`config.mk`:
```
export PLATFORM = sky130hd
export DESIGN_NAME = afsr_fault_regs
export DESIGN_NICKNAME = d
export VERILOG_FILES = /design/src/pkg/afsr_pkg.sv /design/src/pkg/afsr_rec_if.sv /design/src/verilog/afsr_fault_regs.sv /design/src/verilog/afsr_recovery.sv
export VERILOG_INCLUDE_DIRS = /design/src /design/src/pkg
export SDC_FILE = /design/constraint.sdc
export NUM_CORES = 1
export LEC_CHECK = 0
export BUFFER_PORTS_ARGS = -buffer_cell sky130_fd_sc_hd__buf_2
export CORE_MARGIN = 2
export CORE_UTILIZATION = 54
export DETAILED_ROUTE_END_ITERATION = 10
export PLACE_DENSITY = 0.76
export SLEW_MARGIN = 20
export SYNTH_ARGS = -nofsm -noshare
export SYNTH_HDL_FRONTEND = slang
export SYNTH_HIERARCHICAL = 1
export SYNTH_SLANG_ARGS = --single-unit
```
`constraint.sdc`:
```
create_clock -name clk -period 2.42 [get_ports clk]
set_clock_uncertainty 0.1 [all_clocks]
set_input_delay 0.242 -clock clk [delete_from_list [all_inputs] [get_ports clk]]
set_output_delay 0.242 -clock clk [all_outputs]
set_load 0.05 [all_outputs]
```
`src/pkg/afsr_params.svh`:
```
`ifndef AFSR_PARAMS_SVH
`define AFSR_PARAMS_SVH

// clock rate and fault retry spacing
`define AFSR_CLK_MHZ       125
`define AFSR_RETRY_US      100
`define AFSR_RETRY_CYC     (`AFSR_RETRY_US * `AFSR_CLK_MHZ)

// register offsets
`define AFSR_OFFS_GAIN     8'h01
`define AFSR_OFFS_VOL      8'h03
`define AFSR_OFFS_BATV     8'h06
`define AFSR_OFFS_KNEE     8'h09
`define AFSR_OFFS_FAULT    8'h0A
`define AFSR_OFFS_RECOV    8'h0B

// fault status bit positions
`define AFSR_FLT_UV        6
`define AFSR_FLT_LIM       5
`define AFSR_FLT_CLIP      4
`define AFSR_FLT_OC        3
`define AFSR_FLT_OT        2
`define AFSR_FLT_BAT       0

// recovery control bit positions
`define AFSR_RC_ATT_HI     7
`define AFSR_RC_ATT_LO     6
`define AFSR_RC_MAN        5
`define AFSR_RC_TRY_HI     4
`define AFSR_RC_TRY_LO     3

// reset values
`define AFSR_RST_GAIN      2'h0
`define AFSR_RST_VOL       8'h40
`define AFSR_RST_KNEE      8'h00
`define AFSR_RST_RECOV     8'h07

// volume code: 0 is +24 dB, each code one 0.375 dB step down
`define AFSR_VOL_ZERO_DB   9'h040
`define AFSR_VOL_MAX_CODE  8'hFA

`endif

```
`src/pkg/afsr_pkg.sv`:
```
package afsr_pkg;

  // per-fault recovery sequence
  typedef enum logic [1:0] {
    REC_RUN,
    REC_DOWN,
    REC_PROBE
  } afsr_rec_e;

  typedef logic [2:0] afsr_flt_t;

endpackage : afsr_pkg

```
`src/pkg/afsr_rec_if.sv`:
```
`timescale 1ns/1ns
// fault channels in index order: 0 overcurrent, 1 overheat, 2 undervoltage
interface afsr_rec_if;
  afsr_pkg::afsr_flt_t faultLvl;
  afsr_pkg::afsr_flt_t autoEn;
  logic [1:0]          retryLimit;
  logic                manualPulse;
  afsr_pkg::afsr_flt_t shutdown;
  afsr_pkg::afsr_flt_t flagOn;

  modport ctrl (output faultLvl, output autoEn, output retryLimit, output manualPulse,
                input shutdown, input flagOn);
  modport rec  (input faultLvl, input autoEn, input retryLimit, input manualPulse,
                output shutdown, output flagOn);
endinterface : afsr_rec_if

```
`src/verilog/afsr_fault_regs.sv`:
```
`timescale 1ns/1ns
`include "afsr_params.svh"

// What this block does
// - The low two bits at offset 0x01 select the 8.4, 12.6, 14 or 15 V full-scale analog mapping.
// - Digital volume moves in 0.375 dB steps from +24 dB down to -70 dB.
// - Bit 6 of the fault status shows the 5 V regulator fell below 3.6 V.
// - Fault status at 0x0A shows limiter bit 5, clipping bit 4, overcurrent bit 3, overheat bit 2, battery bit 0.
// - Bits 7:6 at 0x0B choose the gain cut applied while the heat warning is active.
// - Bit 5 at 0x0B is written by the host to request a recovery attempt.
// - Bits 4:3 at 0x0B set how many automatic recovery attempts are made.
// - Bits 2, 1, 0 at 0x0B pick automatic or manual recovery for undervoltage, overheat, overcurrent.
// - Automatic recovery retries, flags again while the fault lasts, and repeats until it clears or the attempt limit is used up.
// - Manual recovery keeps the stage shut down until the host requests an attempt.
// - The 8-bit battery conversion is stored unsigned and read at 0x06.
// - Battery code 0 means 3.8 V and code 255 means 16.2 V, linear between.
// - The battery knee threshold is an 8-bit value on the same 3.8 to 16.2 V scale.
module afsr_fault_regs #(
  parameter int RETRY_CYCLES = `AFSR_RETRY_CYC
) (
  input  wire logic       clk,
  input  wire logic       srst,
  input  wire logic [7:0] regAddr,
  input  wire logic [7:0] regWrData,
  input  wire logic       regWrEn,
  input  wire logic       regRdEn,
  output logic      [7:0] regRdData,
  input  wire logic       uvFaultPin,
  input  wire logic       otFaultPin,
  input  wire logic       ocFaultPin,
  input  wire logic       limiterPin,
  input  wire logic       clipPin,
  input  wire logic       heatWarnPin,
  input  wire logic [7:0] batCodePin,
  input  wire logic       batValidPin,
  output logic      [1:0] analogRangeSel,
  output logic      [8:0] volumeGain,
  output logic      [1:0] heatAttenuation,
  output logic            ampShutdown
);

  logic [14:0] pinMeta_q, pinSync_q;
  logic [14:0] pinRaw;
  logic [1:0]  gain_q, gain_d;
  logic [7:0]  vol_q, vol_d;
  logic [7:0]  knee_q, knee_d;
  logic [7:0]  recov_q, recov_d;
  logic        manPulse_q, manPulse_d;
  logic [7:0]  batCode_q, batCode_d;
  logic        batValid_q;
  logic [7:0]  rdData_q, rdData_d;
  logic [7:0]  rdMux;
  logic [7:0]  faultByte;
  logic [8:0]  volGain_q, volGain_d;
  logic [1:0]  heatAtt_q, heatAtt_d;
  logic        shut_q, shut_d;
  logic        batAbove;
  logic        uvS, otS, ocS, limS, clipS, warnS, batVS;
  logic [7:0]  batS;

  afsr_rec_if recIf ();

  // every pin level passes two flops; the first stage feeds only the second
  assign pinRaw = {batValidPin, batCodePin, heatWarnPin, clipPin, limiterPin, ocFaultPin, otFaultPin, uvFaultPin};
  always_ff @(posedge clk) begin
    if (srst) begin
      pinMeta_q <= 15'h0000;
      pinSync_q <= 15'h0000;
    end else begin
      pinMeta_q <= pinRaw;
      pinSync_q <= pinMeta_q;
    end
  end

  assign uvS   = pinSync_q[0];
  assign otS   = pinSync_q[1];
  assign ocS   = pinSync_q[2];
  assign limS  = pinSync_q[3];
  assign clipS = pinSync_q[4];
  assign warnS = pinSync_q[5];
  assign batS  = pinSync_q[13:6];
  assign batVS = pinSync_q[14];

  // recovery channels: index 0 overcurrent, 1 overheat, 2 undervoltage
  assign recIf.faultLvl    = {uvS, otS, ocS};
  assign recIf.autoEn      = recov_q[2:0];
  assign recIf.retryLimit  = recov_q[`AFSR_RC_TRY_HI:`AFSR_RC_TRY_LO];
  assign recIf.manualPulse = manPulse_q;

  afsr_recovery #(
    .RETRY_CYCLES (RETRY_CYCLES)
  ) u_recovery (
    .clk   (clk),
    .srst  (srst),
    .recIf (recIf)
  );

  // knee comparison on the shared 3.8 to 16.2 V code scale
  assign batAbove = (batCode_q > knee_q);

  // shared bit 4 carries clipping and the heat warning together
  assign faultByte = {1'b0, recIf.flagOn[2], limS, clipS | warnS, recIf.flagOn[0], recIf.flagOn[1], 1'b0, batAbove};

  // read decode; unmapped offsets read zero
  always_comb begin
    if (regAddr == `AFSR_OFFS_GAIN) rdMux = {6'h00, gain_q};
    else if (regAddr == `AFSR_OFFS_VOL) rdMux = vol_q;
    else if (regAddr == `AFSR_OFFS_BATV) rdMux = batCode_q;
    else if (regAddr == `AFSR_OFFS_KNEE) rdMux = knee_q;
    else if (regAddr == `AFSR_OFFS_FAULT) rdMux = faultByte;
    else if (regAddr == `AFSR_OFFS_RECOV) rdMux = recov_q;
    else rdMux = 8'h00;
  end

  // register writes, read capture and battery capture
  always_comb begin
    gain_d     = gain_q;
    vol_d      = vol_q;
    knee_d     = knee_q;
    recov_d    = recov_q;
    manPulse_d = 1'b0;
    rdData_d   = rdData_q;
    batCode_d  = batCode_q;
    if (regWrEn) begin
      if (regAddr == `AFSR_OFFS_GAIN) begin
        gain_d = regWrData[1:0];
      end else if (regAddr == `AFSR_OFFS_VOL) begin
        // codes past -70 dB would overrun the range, so they stick at the floor
        vol_d = (regWrData > `AFSR_VOL_MAX_CODE) ? `AFSR_VOL_MAX_CODE : regWrData;
      end else if (regAddr == `AFSR_OFFS_KNEE) begin
        knee_d = regWrData;
      end else if (regAddr == `AFSR_OFFS_RECOV) begin
        recov_d    = {regWrData[7:6], 1'b0, regWrData[4:0]};
        manPulse_d = regWrData[`AFSR_RC_MAN];
      end
      // writes to the fault status and battery offsets are dropped
    end
    if (regRdEn) rdData_d = rdMux;
    // converter holds its code across valid, so taking it on the valid edge is safe
    if (batVS && !batValid_q) batCode_d = batS;
  end

  // outputs derived from register state
  always_comb begin
    volGain_d = `AFSR_VOL_ZERO_DB - {1'b0, vol_q};
    heatAtt_d = warnS ? recov_q[`AFSR_RC_ATT_HI:`AFSR_RC_ATT_LO] : 2'h0;
    shut_d    = |recIf.shutdown;
  end

  always_ff @(posedge clk) begin
    if (srst) begin
      gain_q     <= `AFSR_RST_GAIN;
      vol_q      <= `AFSR_RST_VOL;
      knee_q     <= `AFSR_RST_KNEE;
      recov_q    <= `AFSR_RST_RECOV;
      manPulse_q <= 1'b0;
      rdData_q   <= 8'h00;
      batCode_q  <= 8'h00;
      batValid_q <= 1'b0;
      volGain_q  <= 9'h000;
      heatAtt_q  <= 2'h0;
      shut_q     <= 1'b0;
    end else begin
      gain_q     <= gain_d;
      vol_q      <= vol_d;
      knee_q     <= knee_d;
      recov_q    <= recov_d;
      manPulse_q <= manPulse_d;
      rdData_q   <= rdData_d;
      batCode_q  <= batCode_d;
      batValid_q <= batVS;
      volGain_q  <= volGain_d;
      heatAtt_q  <= heatAtt_d;
      shut_q     <= shut_d;
    end
  end

  assign regRdData       = rdData_q;
  assign analogRangeSel  = gain_q;
  assign volumeGain      = volGain_q;
  assign heatAttenuation = heatAtt_q;
  assign ampShutdown     = shut_q;

  range_write_a: assert property (@(posedge clk) disable iff (srst)
    (regWrEn && regAddr == `AFSR_OFFS_GAIN) |=> analogRangeSel == $past(regWrData[1:0]))
    else $error("analog range not taken from write");

  volume_bounds_a: assert property (@(posedge clk) disable iff (srst)
    (regWrEn && regAddr == `AFSR_OFFS_VOL && regWrData == 8'hFF) |=> ##1 volumeGain == 9'h146)
    else $error("volume floor not at -70 dB step");

  status_readonly_a: assert property (@(posedge clk) disable iff (srst)
    (regWrEn && regAddr == `AFSR_OFFS_FAULT) |=> $stable(gain_q) && $stable(vol_q) && $stable(knee_q) && $stable(recov_q))
    else $error("write to fault status changed state");

  resume_pulse_a: assert property (@(posedge clk) disable iff (srst)
    (regWrEn && regAddr == `AFSR_OFFS_RECOV && regWrData[`AFSR_RC_MAN]) |=> manPulse_q ##1 !manPulse_q && !recov_q[`AFSR_RC_MAN])
    else $error("recovery request not a single self-clearing pulse");

  heat_cut_a: assert property (@(posedge clk) disable iff (srst)
    warnS |=> heatAttenuation == $past(recov_q[`AFSR_RC_ATT_HI:`AFSR_RC_ATT_LO]))
    else $error("heat warning cut does not follow control bits");

  battery_flag_a: assert property (@(posedge clk) disable iff (srst)
    (regRdEn && regAddr == `AFSR_OFFS_FAULT) |=> regRdData[`AFSR_FLT_BAT] == $past(batCode_q > knee_q))
    else $error("battery flag wrong against knee");

  uv_flag_a: assert property (@(posedge clk) disable iff (srst)
    (regRdEn && regAddr == `AFSR_OFFS_FAULT) |=> regRdData[`AFSR_FLT_UV] == $past(recIf.flagOn[2]))
    else $error("undervoltage flag missing from status");

  bat_capture_a: assert property (@(posedge clk) disable iff (srst)
    (batVS && !batValid_q) |=> batCode_q == $past(batS))
    else $error("battery code not captured on valid");

endmodule : afsr_fault_regs

```
`src/verilog/afsr_recovery.sv`:
```
`timescale 1ns/1ns
`include "afsr_params.svh"

module afsr_recovery #(
  parameter int RETRY_CYCLES = `AFSR_RETRY_CYC
) (
  input wire logic clk,
  input wire logic srst,
  afsr_rec_if.rec  recIf
);

  localparam int TW = $clog2(RETRY_CYCLES + 1);
  localparam logic [TW-1:0] TLAST = TW'(RETRY_CYCLES - 1);

  genvar i;
  for (i = 0; i < 3; i++) begin : g_chan
    afsr_pkg::afsr_rec_e st_q, st_d;
    logic [TW-1:0]       tmr_q, tmr_d;
    logic [1:0]          tries_q, tries_d;
    logic                retryOk;

    // one shutdown sequence per fault; the probe window lets a persisting fault re-trip
    always_comb begin
      st_d    = st_q;
      tmr_d   = tmr_q;
      tries_d = tries_q;
      // limit code 0 retries without end, others cap the attempts per episode
      retryOk = recIf.autoEn[i] && ((recIf.retryLimit == 2'h0) || (tries_q < recIf.retryLimit));
      case (st_q)
        afsr_pkg::REC_RUN: begin
          if (recIf.faultLvl[i]) begin
            st_d  = afsr_pkg::REC_DOWN;
            tmr_d = '0;
          end
        end
        afsr_pkg::REC_DOWN: begin
          if (tmr_q != TLAST) tmr_d = tmr_q + 1'b1;
          if (recIf.manualPulse) begin
            st_d  = afsr_pkg::REC_PROBE;
            tmr_d = '0;
          end else if (retryOk && tmr_q == TLAST) begin
            st_d  = afsr_pkg::REC_PROBE;
            tmr_d = '0;
            if (tries_q != 2'h3) tries_d = tries_q + 2'h1;
          end
        end
        afsr_pkg::REC_PROBE: begin
          if (recIf.faultLvl[i]) begin
            st_d  = afsr_pkg::REC_DOWN;
            tmr_d = '0;
          end else if (tmr_q == TLAST) begin
            st_d    = afsr_pkg::REC_RUN;
            tries_d = 2'h0;
          end else begin
            tmr_d = tmr_q + 1'b1;
          end
        end
        default: st_d = afsr_pkg::REC_RUN;
      endcase
    end

    always_ff @(posedge clk) begin
      if (srst) begin
        st_q    <= afsr_pkg::REC_RUN;
        tmr_q   <= '0;
        tries_q <= 2'h0;
      end else begin
        st_q    <= st_d;
        tmr_q   <= tmr_d;
        tries_q <= tries_d;
      end
    end

    // the stage stays off while down or probing is not needed: probing lets it run
    assign recIf.shutdown[i] = (st_q == afsr_pkg::REC_DOWN);
    assign recIf.flagOn[i]   = (st_q == afsr_pkg::REC_DOWN);

    manual_hold_a: assert property (@(posedge clk) disable iff (srst)
      (st_q == afsr_pkg::REC_DOWN && !recIf.autoEn[i] && !recIf.manualPulse)
        |=> st_q == afsr_pkg::REC_DOWN)
      else $error("manual channel left shutdown without a request");

    retrip_a: assert property (@(posedge clk) disable iff (srst)
      (st_q == afsr_pkg::REC_PROBE && recIf.faultLvl[i]) |=> recIf.flagOn[i])
      else $error("persisting fault did not set its flag again");
  end

endmodule : afsr_recovery

```
# == Yosys cells after proc, flatten, opt, wreduce, memory -nomap -nowiden ==
# Index checks and enable logic that the tools add are counted.
# totals
regBits,139
in_bits,35
out_inout_bits,22
# op_classes
addsub,7
n_lt_le_gt_ge,5
n_eq_ne,51
mux,61
bitwise,7
reduce_logical,37
# op_table
operator,count
14-bit two-way mux,18
14-bit case mux with 3 select lines,3
8-bit two-way mux,7
2-bit two-way mux,27
"14-bit by 1-bit adder with 14-bit output, second input constant",3
"14-bit == test, second input constant",3
"14-bit != test, second input constant",3
"8-bit by 4-bit == test with 1-bit output, second input constant",3
"2-bit != test, second input constant",12
"2-bit by 1-bit != test with 1-bit output, second input constant",9
"3-bit by 2-bit != test with 1-bit output, second input constant",6
2-bit case mux with 3 select lines,3
6-bit AND reduction,3
4-bit AND reduction,4
"4-bit by 2-bit != test with 1-bit output, second input constant",3
2-bit case mux with 2 select lines,3
3-bit AND reduction,4
"3-bit != test, second input constant",3
3-bit nonzero test,3
"7-bit by 8-bit subtractor with 9-bit output, first input constant",1
"8-bit by 1-bit == test with 1-bit output, second input constant",1
"8-bit by 2-bit == test with 1-bit output, second input constant",1
"8-bit by 3-bit == test with 1-bit output, second input constant",1
8-bit > comparator,1
other kinds (17),43

# == Logic depth before layout (Yosys ltp) ==
# Gate-level depths: netlist of the first run.
# depth
word_depth,7
mapped_depth,10
mapped_depth_nobuf,8

# == Cells and area by module ==
# The synthesis of the first run kept the hierarchy.
# modules_own_cells
mod,n_inst,cells_per_inst,area_per_inst_um2,seq_area_each_um2
afsr_recovery,1,434,3454.6,1081.0
afsr_fault_regs,1,364,3389.5,1701.6

# == Least setup slack after synthesis of the first run ==
# Ideal clock, no wire load.
# synth_path
kind,input-to-reg
startpoint,input regAddr[5]
endpoint,register recov_q[2]
setup_ns,0.120
t_arrival_ns,1.640
slack_ns,0.561
stages,5
path_buffers,1
cell_sequence,or4_4 -> nor3_4 -> nand4_1 -> buf_2 -> a211o_1
# synth_between
elab_chain_len,3
elab_cells_between_ends,8
classes_between,eq/ne (4); bitwise (3); reduce/logical (1)
# synth_lines
element,line,rtl
start: declaration,afsr_fault_regs.sv:23,"input wire logic [7:0] regAddr,"
"8-bit by 4-bit == test with 1-bit output (no line), or another cell as far along",-,
1-bit NOT (no line),-,
5-bit AND reduction (no line) (*),-,
end signal: assignment,afsr_fault_regs.sv:155,recov_q <= `AFSR_RST_RECOV;
end signal: assignment,afsr_fault_regs.sv:167,recov_q <= recov_d;
end: declaration,afsr_fault_regs.sv:47,"logic [7:0] recov_q, recov_d;"
# Mark *: on every way between the ends. The rest lies on a longest branch, timed or not.
# A chain may end at the register's enable or synchronous reset.

==> results of run 1 <==
cells in the final DEF, fill, tap and decap left out, drive strengths merged, types with 6 or more instances in the layout:
cell type / n
a211oi: 7
a21o: 6
a21oi: 61
and3: 9
buf: 90
clkbuf: 19
dfxtp: 139
dlygate4sd3: 15
ha: 31
inv: 50
mux2i: 27
nand2: 53
nand2b: 17
nand3: 22
nand4: 12
nor2: 85
nor2b: 46
nor3: 14
nor3b: 9
o21ai: 43
o32ai: 8
or3: 17
or4: 8
xnor2: 6
xor2: 10
kinds of logic after synthesis:
| group | after synthesis | synth area share |
|---|---|---|
| compound gates | 172 | 0.157 |
| xor+xnor | 16 | 0.0205 |
| fa+ha+maj | 31 | 0.0567 |
| buf+inv | 81 | 0.0495 |
| flops | 139 | 0.407 |
| mux | 29 | 0.0428 |
| simple gates | 330 | 0.267 |
area by class of cell:
class / instances / area share
Sequential cell: 139 / 0.338
Clock inverter: 12 / 0.0111
Multi-Input combinational cell: 579 / 0.466
Timing Repair Buffer: 105 / 0.0835
Tap cell: 172 / 0.0261
Inverter: 47 / 0.0214
Clock buffer: 19 / 0.0537
layer usage:
metal	track usage	share of wire	vias to the layer above
met5	0	0	-
met4	0.106	0.021	0
met3	0.0592	0.050	29
met2	0.413	0.50	189
met1	0.305	0.43	2959
li1	-	-	2999
where the power goes:
part | internal (W) | total, W | switching, W
clock network | 0.00133 | 0.00233 | 0.000998
registers | 0.00237 | 0.00243 | 0.0000593
logic | 0.000417 | 0.00105 | 0.000637
sequential cells by signal, indices dropped and copies added, names as in the netlist:
name,count
ampShutdown,1
heatAttenuation,2
vol_q,8
u_recovery/g_chan.tmr_q,42
batValid_q,1
u_recovery/g_chan.tries_q,6
volumeGain,9
u_recovery/g_chan.st_q,6
pinSync_q,15
batCode_q,8
analogRangeSel,2
knee_q,8
regRdData,8
recov_q,7
pinMeta_q,15
manPulse_q,1
metrics by stage:
step	setup WS, ps	total power (W)
finish	55.2	0.00582
global route	-4.40	0.00606
CTS	3.58	0.00580
detailed placement	-65.2	0.00345
global placement	37.3	0.00339
floorplan	12.7	0.00319
worst min-delay path by stage:
stage	cells after the start	startpoint	endpoint	slack [ps]
2_1_floorplan	2	regWrData[6]	vol_q[6]$_SDFFE_PP1P_	260
5_1_grt	3	regWrData[4]	vol_q[4]$_SDFFE_PP0P_	30
3_5_place_dp	1	pinMeta_q[11]$_SDFF_PP0_	pinSync_q[11]$_SDFF_PP0_	320
3_3_place_gp	1	pinMeta_q[12]$_SDFF_PP0_	pinSync_q[12]$_SDFF_PP0_	320
4_1_cts	3	regWrData[4]	vol_q[4]$_SDFFE_PP0P_	20
6_report	3	regWrData[4]	vol_q[4]$_SDFFE_PP0P_	40
cell usage after synthesis, types with 8 or more instances:
master / instances
dfxtp_1: 139
nor2_1: 84
a21oi_1: 61
nand2_1: 53
inv_1: 47
nor2b_1: 46
o21ai_0: 42
ha_1: 31
mux2i_1: 27
clkbuf_1: 22
nand3_1: 21
nand2b_1: 17
or3_1: 16
nor3_1: 12
nand4_1: 11
xor2_1: 10
and3_1: 9
nor3b_1: 9
o32ai_1: 8
worst reg2reg max path: stages, from the launching register on:
cell and delay (ps):
dfxtp_2 330, ha_1 210, and4b_4 220, nand4_4 100, a211oi_2 50, or4_4 590, or4b_4 550, a21oi_2 150
timing repair:
action | 4_1_cts | 5_1_grt
hold endpoints to repair | 15 | 0
setup endpoints to repair | 4 | 28
gates cloned | 0 | 1
buffers inserted | 1 | 3
hold buffers | 15 | 0
gates resized for setup | 4 | 18
pin swaps | 1 | 7
==> summary.txt, run 1 <==
Final layout
  • Share of cells above drive strength 1: 0.175
  • Area grow syn2layout: 20.4%
  • Reg area: 0.00279 sq mm
  • Post-route cell area: 0.00824 sq mm
  • Antenna diodes: 0
  • Finished Layout Cells: 1,073
  • Multi-input logic area: 0.00384 sq mm
  • Fill count: 1,021
  • Final #Nets: 955
  • Final core occ: 0.659

Logic synthesis
  • Synth top area cells: dfxtp_1, ha_1, nor2_1
  • Ys async rst share: 0
  • Post-synthesis sequential area ratio: 0.407
  • Warning count from the yosys run: 6
  • Synth cell types: 72
  • Syn nets: 864
  • Mapped Area: 0.00684 sq mm
  • Cells after synthesis: 798
  • Most common flop cell mapped by yosys: dfxtp_1
  • Yosys top cell by area: dfxtp_1
  • Post-synth EDFFs: 0
  • Register bit count reported by yosys: 139
  • Area share of the largest cell type after synthesis: 0.407
  • Mean Syn Cell Area: 8.58 sq um

Setup path
  • Worst setup startpoint: u_recovery/g_chan[1].tmr_q[0]$_SDFFE_PP0P_
  • R2R Setup Slk: 60 ps
  • Crit path to: u_recovery/g_chan[1].tmr_q[12]$_SDFFE_PP0P_
  • FF-to-FF Start: u_recovery/g_chan[1].tmr_q[0]$_SDFFE_PP0P_
  • Worst path depth: 7
  • Reg2reg path depth: 7
  • Crit path largest cell delay: 590 ps
  • Crit Path Class: register to register
  • Crit-path cells: ha_1 > and4b_4 > nand4_4 > a211oi_2 > or4_4 > or4b_4 > a21oi_2
  • Crit start category: register
  • Critical path's slowest cell: or4_4
  • WP buf/inv: 0
  • Worst Path Arrival: 2620 ps
  • Critical Path End Type: register
  • WP data required: 2670 ps
  • CP Max Fanout: 8
  • Cell family with most CP delay: simple AND/OR/NAND/NOR gates
  • Reg2reg end: u_recovery/g_chan[1].tmr_q[12]$_SDFFE_PP0P_

Floorplanning
  • Die ar.: 0.0136 sq mm
  • Die Y: 117 um
  • Initial Utilization: 0.547
  • Core footprint: 0.0125 sq mm
  • Boundary Pins: 57
  • Chip width: 117 um
  • Row cnt: 41

Placed design
  • Port buffer count: 56
  • Detail Placement HPWL: 11.6 mm
  • Routability cong.: 0.922
  • Placed Area: 0.00741 sq mm
  • Placed cells: 1,022

Status
  • Outcome: completed

Global route
  • Total GRT Usage: 0.247
  • First-pass GRT wire length: 26.7 mm
  • Pin count of the biggest net entering global routing: 37
  • Vias in the first global route: 5,870
  • Remaining Overflow, GRT: 0
  • Initial antenna violation count: 0

Clock tree
  • Worst skew pair latency: 420 ps
  • Sink Count: 139
  • Clock transition at the registers of the reported paths: 60 ps
  • Clock tree buffer depth: 2
  • CTS tree: built
  • Num CTS Buffers: 17
  • Number of H-tree levels: 4
  • Root Buffer Master: clkbuf_16

Pwr
  • Pleak: 3.31 nW
  • Peak supply drop: 0.483 mV
  • Pwr dens: 706 mW/mm^2

Route
  • Pre-antenna DRT Iters: 5
  • Post-detailed-route count of antenna-violating nets: 0
  • DR DRC count: 0
  • First DRT Iteration DRCs: 416
  • Final WL: 16.5 mm
  • Via count: 6,176
  • Drt wl/cell: 15.3 um
  • Via density: 5.76

Timing
  • Min cycle time layout: 2360 ps
  • Setup Viol. Count Final: 0
  • Slew at the pin with the worst max-slew slack: 499 ps
  • Final slew viol count: 0
  • WHS: 38.5 ps
  • Final Cycle Share: 0.977
  • Hold Fails Final Rpt: 0
  • Setup_tns: 0 ps
  • Rel. slew slack: 0.668
  • FMAX: 423 MHz

Run
  • MaxCap Viol Count: 0

Hold path
  • Worst Hold Class: input port to register
No activity file was read; power rests on OpenSTA's default activity.
==> run 2: changes to the inputs <==
Settings changed: CELL_PAD_IN_SITES_DETAIL_PLACEMENT set to 0, CELL_PAD_IN_SITES_GLOBAL_PLACEMENT set to 1, CORE_UTILIZATION 54 to 41, PLACE_DENSITY 0.76 to not set, PLACE_DENSITY_LB_ADDON set to 0.1.
==> run 2 against run 1 <==
Clock-buffer cell count is 3 higher. Global-route usage is 5.3 points lower. Die area is 31% higher. Register-to-register slack better by 20 ps. Worst hold slack hardly changed. Flip-flop and latch count stayed put. Combinational power hardly changed. Power is 4.6% higher. Cell area is 1.1% higher. Worst setup slack better by 20 ps. Largest power group is now the clock network.
==> summary.txt, run 2 (synthesis gave the netlist of run 1 again) <==
Global route
  • Vias in the first global route: 5,704 (was 5,870)
  • Remaining Overflow, GRT: 0 (unchanged)
  • Initial antenna violation count: 0 (unchanged)
  • Pin count of the biggest net entering global routing: 90 (was 37)
  • Total GRT Usage: 0.194 (was 0.247)
  • First-pass GRT wire length: 27.9 mm (was 26.7 mm)

Route
  • Via count: 6,043 (was 6,176)
  • Via density: 5.38 (was 5.76)
  • Pre-antenna DRT Iters: 4 (was 5)
  • Post-detailed-route count of antenna-violating nets: 0 (unchanged)
  • Drt wl/cell: 15.2 um (was 15.3 um)
  • First DRT Iteration DRCs: 322 (was 416)
  • DR DRC count: 0 (unchanged)
  • Final WL: 17.1 mm (was 16.5 mm)

Final layout
  • Multi-input logic area: 0.00380 sq mm (was 0.00384 sq mm)
  • Final #Nets: 957 (was 955)
  • Antenna diodes: 0 (unchanged)
  • Share of cells above drive strength 1: 0.169 (was 0.175)
  • Biggest register: u_recovery/g_chan.tmr_q (unchanged)
  • Finished Layout Cells: 1,124 (was 1,073)
  • Commonest cells after routing, fill and taps aside: dfxtp_1, nor2_1, a21oi_1, buf_2, nand2_1 (unchanged)
  • Largest register FFs: 42 (unchanged)
  • Commonest non-fill, non-tap cell in the layout: dfxtp_1 (unchanged)
  • Area grow syn2layout: 21.8% (was 20.4%)
  • Reg area: 0.00279 sq mm (about the same)
  • Fill count: 1,547 (was 1,021)
  • Largest registers: u_recovery/g_chan.tmr_q: 42 flops, pinMeta_q: 15 flops, pinSync_q: 15 flops (unchanged)

Clock tree
  • Clock tree buffer depth: 2 (unchanged)
  • Num CTS Buffers: 17 (unchanged)
  • Number of H-tree levels: 4 (unchanged)
  • Worst skew pair latency: 420 ps (about the same)
  • Root Buffer Master: clkbuf_16 (unchanged)
  • CTS tree: built (unchanged)
  • Sink Count: 139 (unchanged)
  • Clock transition at the registers of the reported paths: 60 ps (about the same)

Setup path
  • Critical Path End Type: register (unchanged)
  • Crit Path Class: register to register (unchanged)
  • CP Max Fanout: 7 (was 8)
  • Worst Path Arrival: 2590 ps (was 2620 ps)
  • Crit start category: register (unchanged)
  • Crit path largest cell delay: 580 ps (was 590 ps)
  • Crit-path cells: inv_1 > ha_4 > a21oi_2 > a211oi_2 > or4_4 > or4b_1 > a21oi_1 (was ha_1 > and4b_4 > nand4_4 > a211oi_2 > or4_4 > or4b_4 > a21oi_2)
  • WP buf/inv: 1 (was 0)
  • Cell family with most CP delay: simple AND/OR/NAND/NOR gates (unchanged)
  • Critical path's slowest cell: or4_4 (unchanged)
  • WP data required: 2670 ps (about the same)

Timing
  • Hold Fails Final Rpt: 0 (unchanged)
  • Setup_tns: 0 ps (unchanged)
  • Rel. slew slack: 0.609 (was 0.668)
  • FMAX: 427 MHz (was 423 MHz)
  • Final Cycle Share: 0.969 (was 0.977)
  • Setup Viol. Count Final: 0 (unchanged)
  • Slew at the pin with the worst max-slew slack: 585 ps (was 499 ps)
  • Min cycle time layout: 2340 ps (was 2360 ps)
  • Final slew viol count: 0 (unchanged)
  • WHS: 38.6 ps (was 38.5 ps)

Placed design
  • Port buffer count: 56 (unchanged)
  • Detail Placement HPWL: 12.2 mm (was 11.6 mm)
  • Placed cells: 1,072 (was 1,022)
  • Routability cong.: 0.819 (was 0.922)

Floorplanning
  • Boundary Pins: 57 (unchanged)
  • Initial Utilization: 0.416 (was 0.547)
  • Chip width: 133 um (was 117 um)
  • Die ar.: 0.0177 sq mm (was 0.0136 sq mm)
  • Core footprint: 0.0165 sq mm (was 0.0125 sq mm)
  • Row cnt: 47 (was 41)
  • Die Y: 133 um (was 117 um)

Pwr
  • Pwr dens: 730 mW/mm^2 (was 706 mW/mm^2)
  • Pleak: 3.35 nW (was 3.31 nW)
  • Peak supply drop: 0.521 mV (was 0.483 mV)
  • Overall power: 0.00609 W (was 0.00582 W)

Status
  • Outcome: completed (unchanged)

Hold path
  • Worst Hold Class: input port to register (unchanged)

Run
  • MaxCap Viol Count: 0 (unchanged)
[run 2: cell types whose count changed in the layout (fill, tap and decap cells not counted), sizes merged]
| cell | delta |
|---|---|
| buf | +2 |
| bufinv | +2 |
| clkbuf | +3 |
| clkinvlp | -4 |
| inv | -1 |
| clkinv | +1 |
[run 2: worst register-to-register path, delay by kind of cell (launching register included)]
kind / cells / cell delay (ps)
AOI/OAI and AO/OA: 3 / 420
adders and majority gates: 1 / 220
buffers and inverters: 1 / 110
DFF: 1 / 310
and+or+nand+nor: 2 / 1110
[run 2: layer usage]
| layer | routed length, um | global-route usage |
|---|---|---|
| met1 | 7950 | 0.254 |
| met2 | 8180 | 0.318 |
| met3 | 646 | 0.0381 |
| met4 | 336 | 0.0745 |
| met5 | 0 | 0 |
[run 2: final timing paths]
check,startpoint,to,slack (ps),depth (start not counted)
max,recov_q[4]$_SDFFE_PP0P_,u_recovery/g_chan[1].tmr_q[12]$_SDFFE_PP0P_,80,7
min reg2reg,pinMeta_q[8]$_SDFF_PP0_,pinSync_q[8]$_SDFF_PP0_,330,1
max reg2reg,recov_q[4]$_SDFFE_PP0P_,u_recovery/g_chan[1].tmr_q[12]$_SDFFE_PP0P_,80,7
min,regWrData[3],vol_q[3]$_SDFFE_PP0P_,40,3
[run 2: where the power goes]
group | internal, W | leakage, nW | switching, W
sequential | 0.00237 | 1.13 | 0.0000576
clock | 0.00160 | 0.291 | 0.000997
combinational | 0.000433 | 1.93 | 0.000628
total | 0.00440 | 3.35 | 0.00168
[run 2: area by class of cell]
cell class                      instances  area share
Inverter                               47      0.0212
Multi-Input combinational cell        579       0.455
Timing Repair Buffer                  107      0.0858
Tap cell                              220      0.0330
Sequential cell                       139       0.334
Clock buffer                           22      0.0569
Clock inverter                         10      0.0137
[run 2: per-stage QoR]
step / instance area (sq um) / utilization / setup WS (ps)
floorplan: 6850 / - / 12.7
global placement: 7500 / 0.455 / 12.8
detailed placement: 7500 / 0.455 / -38.1
CTS: 8250 / 0.501 / 2.46
global route: 8340 / 0.506 / -7.96
finish: 8340 / 0.506 / 75.4
[run 2: timing repair]
| item | 4_1_cts | 5_1_grt |
|---|---|---|
| endpoints found under the setup margin | 5 | 34 |
| hold buffers | 15 | 0 |
| resized for setup | 1 | 12 |
| endpoints found under the hold margin | 15 | 0 |
| gates cloned | 0 | 1 |
| pin swaps | 1 | 6 |
| setup buffers | 2 | 2 |
==> run 3: changes to the inputs <==
Settings changed: CORE_UTILIZATION 41 to 46.
Clock period 2.42 ns to 2.6 ns, I/O delays scaled along.
==> run 3 against run 2 <==
Clock power about the same. Cell count is 4.6% lower. Combinational power is 14% lower. First-iteration DRC count is 44% higher. Sequential power shrank 7%. Global-route usage is 2.4 points higher. Fmax is 4.6% lower. Cell area shrank 2.2%. Non-clock buffer count is 15 lower. Clock-buffer cell count down 4. Worst setup slack improved by 66 ps. Largest power group unchanged.
==> summary.txt, run 3 (synthesis gave the netlist of run 1 again) <==
Status
  • Outcome: completed (unchanged)

Setup path
  • WP data required: 2840 ps (was 2670 ps)
  • Crit start category: register (unchanged)
  • Worst Path Arrival: 2700 ps (was 2590 ps)
  • Crit Path Class: register to register (unchanged)
  • CP Max Fanout: 12 (was 7)
  • Critical Path End Type: register (unchanged)

Global route
  • Initial antenna violation count: 0 (unchanged)
  • Vias in the first global route: 5,666 (was 5,704)
  • Remaining Overflow, GRT: 0 (unchanged)
  • Total GRT Usage: 0.218 (was 0.194)
  • Pin count of the biggest net entering global routing: 57 (was 90)
  • First-pass GRT wire length: 28.2 mm (was 27.9 mm)

Floorplanning
  • Chip width: 126 um (was 133 um)
  • Core footprint: 0.0145 sq mm (was 0.0165 sq mm)
  • Row cnt: 44 (was 47)
  • Initial Utilization: 0.471 (was 0.416)
  • Die ar.: 0.0159 sq mm (was 0.0177 sq mm)
  • Boundary Pins: 57 (unchanged)
  • Die Y: 126 um (was 133 um)

Run
  • MaxCap Viol Count: 0 (unchanged)

Final layout
  • Share of cells above drive strength 1: 0.145 (was 0.169)
  • Final #Nets: 942 (was 957)
  • Biggest register: u_recovery/g_chan.tmr_q (unchanged)
  • Commonest cells after routing, fill and taps aside: dfxtp_1, nor2_1, a21oi_1, buf_2, nand2_1 (unchanged)
  • Final core occ: 0.561 (was 0.506)
  • Commonest non-fill, non-tap cell in the layout: dfxtp_1 (unchanged)
  • Largest registers: u_recovery/g_chan.tmr_q: 42 flops, pinMeta_q: 15 flops, pinSync_q: 15 flops (unchanged)
  • Largest register FFs: 42 (unchanged)
  • Antenna diodes: 0 (unchanged)
  • Area grow syn2layout: 19.2% (was 21.8%)
  • Post-route cell area: 0.00816 sq mm (was 0.00834 sq mm)

Timing
  • Final Cycle Share: 0.946 (was 0.969)
  • Hold Fails Final Rpt: 0 (unchanged)
  • Rel. slew slack: 0.540 (was 0.609)
  • Min cycle time layout: 2460 ps (was 2340 ps)
  • Setup Viol. Count Final: 0 (unchanged)
  • Slew at the pin with the worst max-slew slack: 688 ps (was 585 ps)
  • RSZ-0062 raised after global routing: yes
  • FMAX: 407 MHz (was 427 MHz)
  • WHS: 58.7 ps (was 38.6 ps)
  • Final slew viol count: 0 (unchanged)

Route
  • Via density: 5.57 (was 5.38)
  • DR DRC count: 0 (unchanged)
  • First DRT Iteration DRCs: 463 (was 322)
  • Pre-antenna DRT Iters: 5 (was 4)
  • Via count: 5,968 (was 6,043)
  • Post-detailed-route count of antenna-violating nets: 0 (unchanged)
  • Final WL: 17.1 mm (about the same)
  • Drt wl/cell: 16.0 um (was 15.2 um)

Placed design
  • Port buffer count: 56 (unchanged)
  • Placed Area: 0.00734 sq mm (was 0.00750 sq mm)
  • Detail Placement HPWL: 11.9 mm (was 12.2 mm)
  • Routability cong.: 0.824 (was 0.819)

Clock tree
  • Root Buffer Master: clkbuf_16 (unchanged)
  • Num CTS Buffers: 17 (unchanged)
  • Clock tree buffer depth: 2 (unchanged)
  • Worst skew pair latency: 420 ps (about the same)
  • CTS tree: built (unchanged)
  • Number of H-tree levels: 4 (unchanged)
  • Sink Count: 139 (unchanged)
  • Clock transition at the registers of the reported paths: 60 ps (about the same)

Pwr
  • Peak supply drop: 0.466 mV (was 0.521 mV)
  • Pleak: 3.27 nW (was 3.35 nW)
  • Pwr dens: 706 mW/mm^2 (was 730 mW/mm^2)

Hold path
  • Worst Hold Class: input port to register (unchanged)
run 3: cell type report:
cell class              count  area [sq um]
clock buffers              18           439
multi-input cells         579          3740
fillers                  1377          6380
well taps                 184           230
repair buffers             92           591
flip-flops and latches    139          2780
clock inverters            13           191
inverters                  47           176
run 3: timing repair:
action	in CTS	in global routing
endpoints found under the setup margin	0	21
buffers inserted	0	2
resized for setup	0	4
hold buffers	15	0
hold endpoints to repair	15	0
run 3: report_power, final:
group	switching, W	internal (W)	total (W)	leakage (nW)
logic	0.000561	0.000347	0.000908	1.84
registers	0.0000611	0.00221	0.00227	1.13
clock network	0.000946	0.00163	0.00258	0.299
run 3: stage by stage:
stage               power [W]  setup WS (ps)  instances  TNS [ps]
floorplan             0.00297            132        798         0
global placement      0.00316           81.3       1023         0
detailed placement    0.00318           41.4       1023         0
CTS                   0.00580           19.4       1069         0
global route          0.00602          -7.05       1072     -7.05
finish                0.00575            141       1072         0
run 3: critical path, cell delays in order, from the launching register on:
cell     delay (ps)
dfxtp_1         330
ha_2            220
and4b_4         220
nand4_4         130
nor2_1           90
or4_4           600
or4_1           530
o22ai_1         160
run 3: worst paths after layout:
path                                                            startpoint                                         end  slack (ps)  cells after the start
worst max-delay path            u_recovery/g_chan[1].tmr_q[0]$_SDFFE_PP0P_  u_recovery/g_chan[1].tmr_q[7]$_SDFFE_PP0P_         140                      7
worst min-delay path                                          regWrData[4]                       vol_q[4]$_SDFFE_PP0P_          60                      3
worst max register to register  u_recovery/g_chan[1].tmr_q[0]$_SDFFE_PP0P_  u_recovery/g_chan[1].tmr_q[7]$_SDFFE_PP0P_         140                      7
worst min register to register                     pinMeta_q[8]$_SDFF_PP0_                     pinSync_q[8]$_SDFF_PP0_         340                      1
run 3: layer usage:
metal | wire [um] | vias to the layer above | part of all wire | GRT usage
met2 | 8170 | 127 | 0.48 | 0.356
met4 | 112 | 0 | 0.0065 | 0.0491
met1 | 8180 | 2847 | 0.48 | 0.296
met5 | 0 | - | 0 | 0
met3 | 661 | 8 | 0.039 | 0.0506
li1 | - | 2986 | - | -
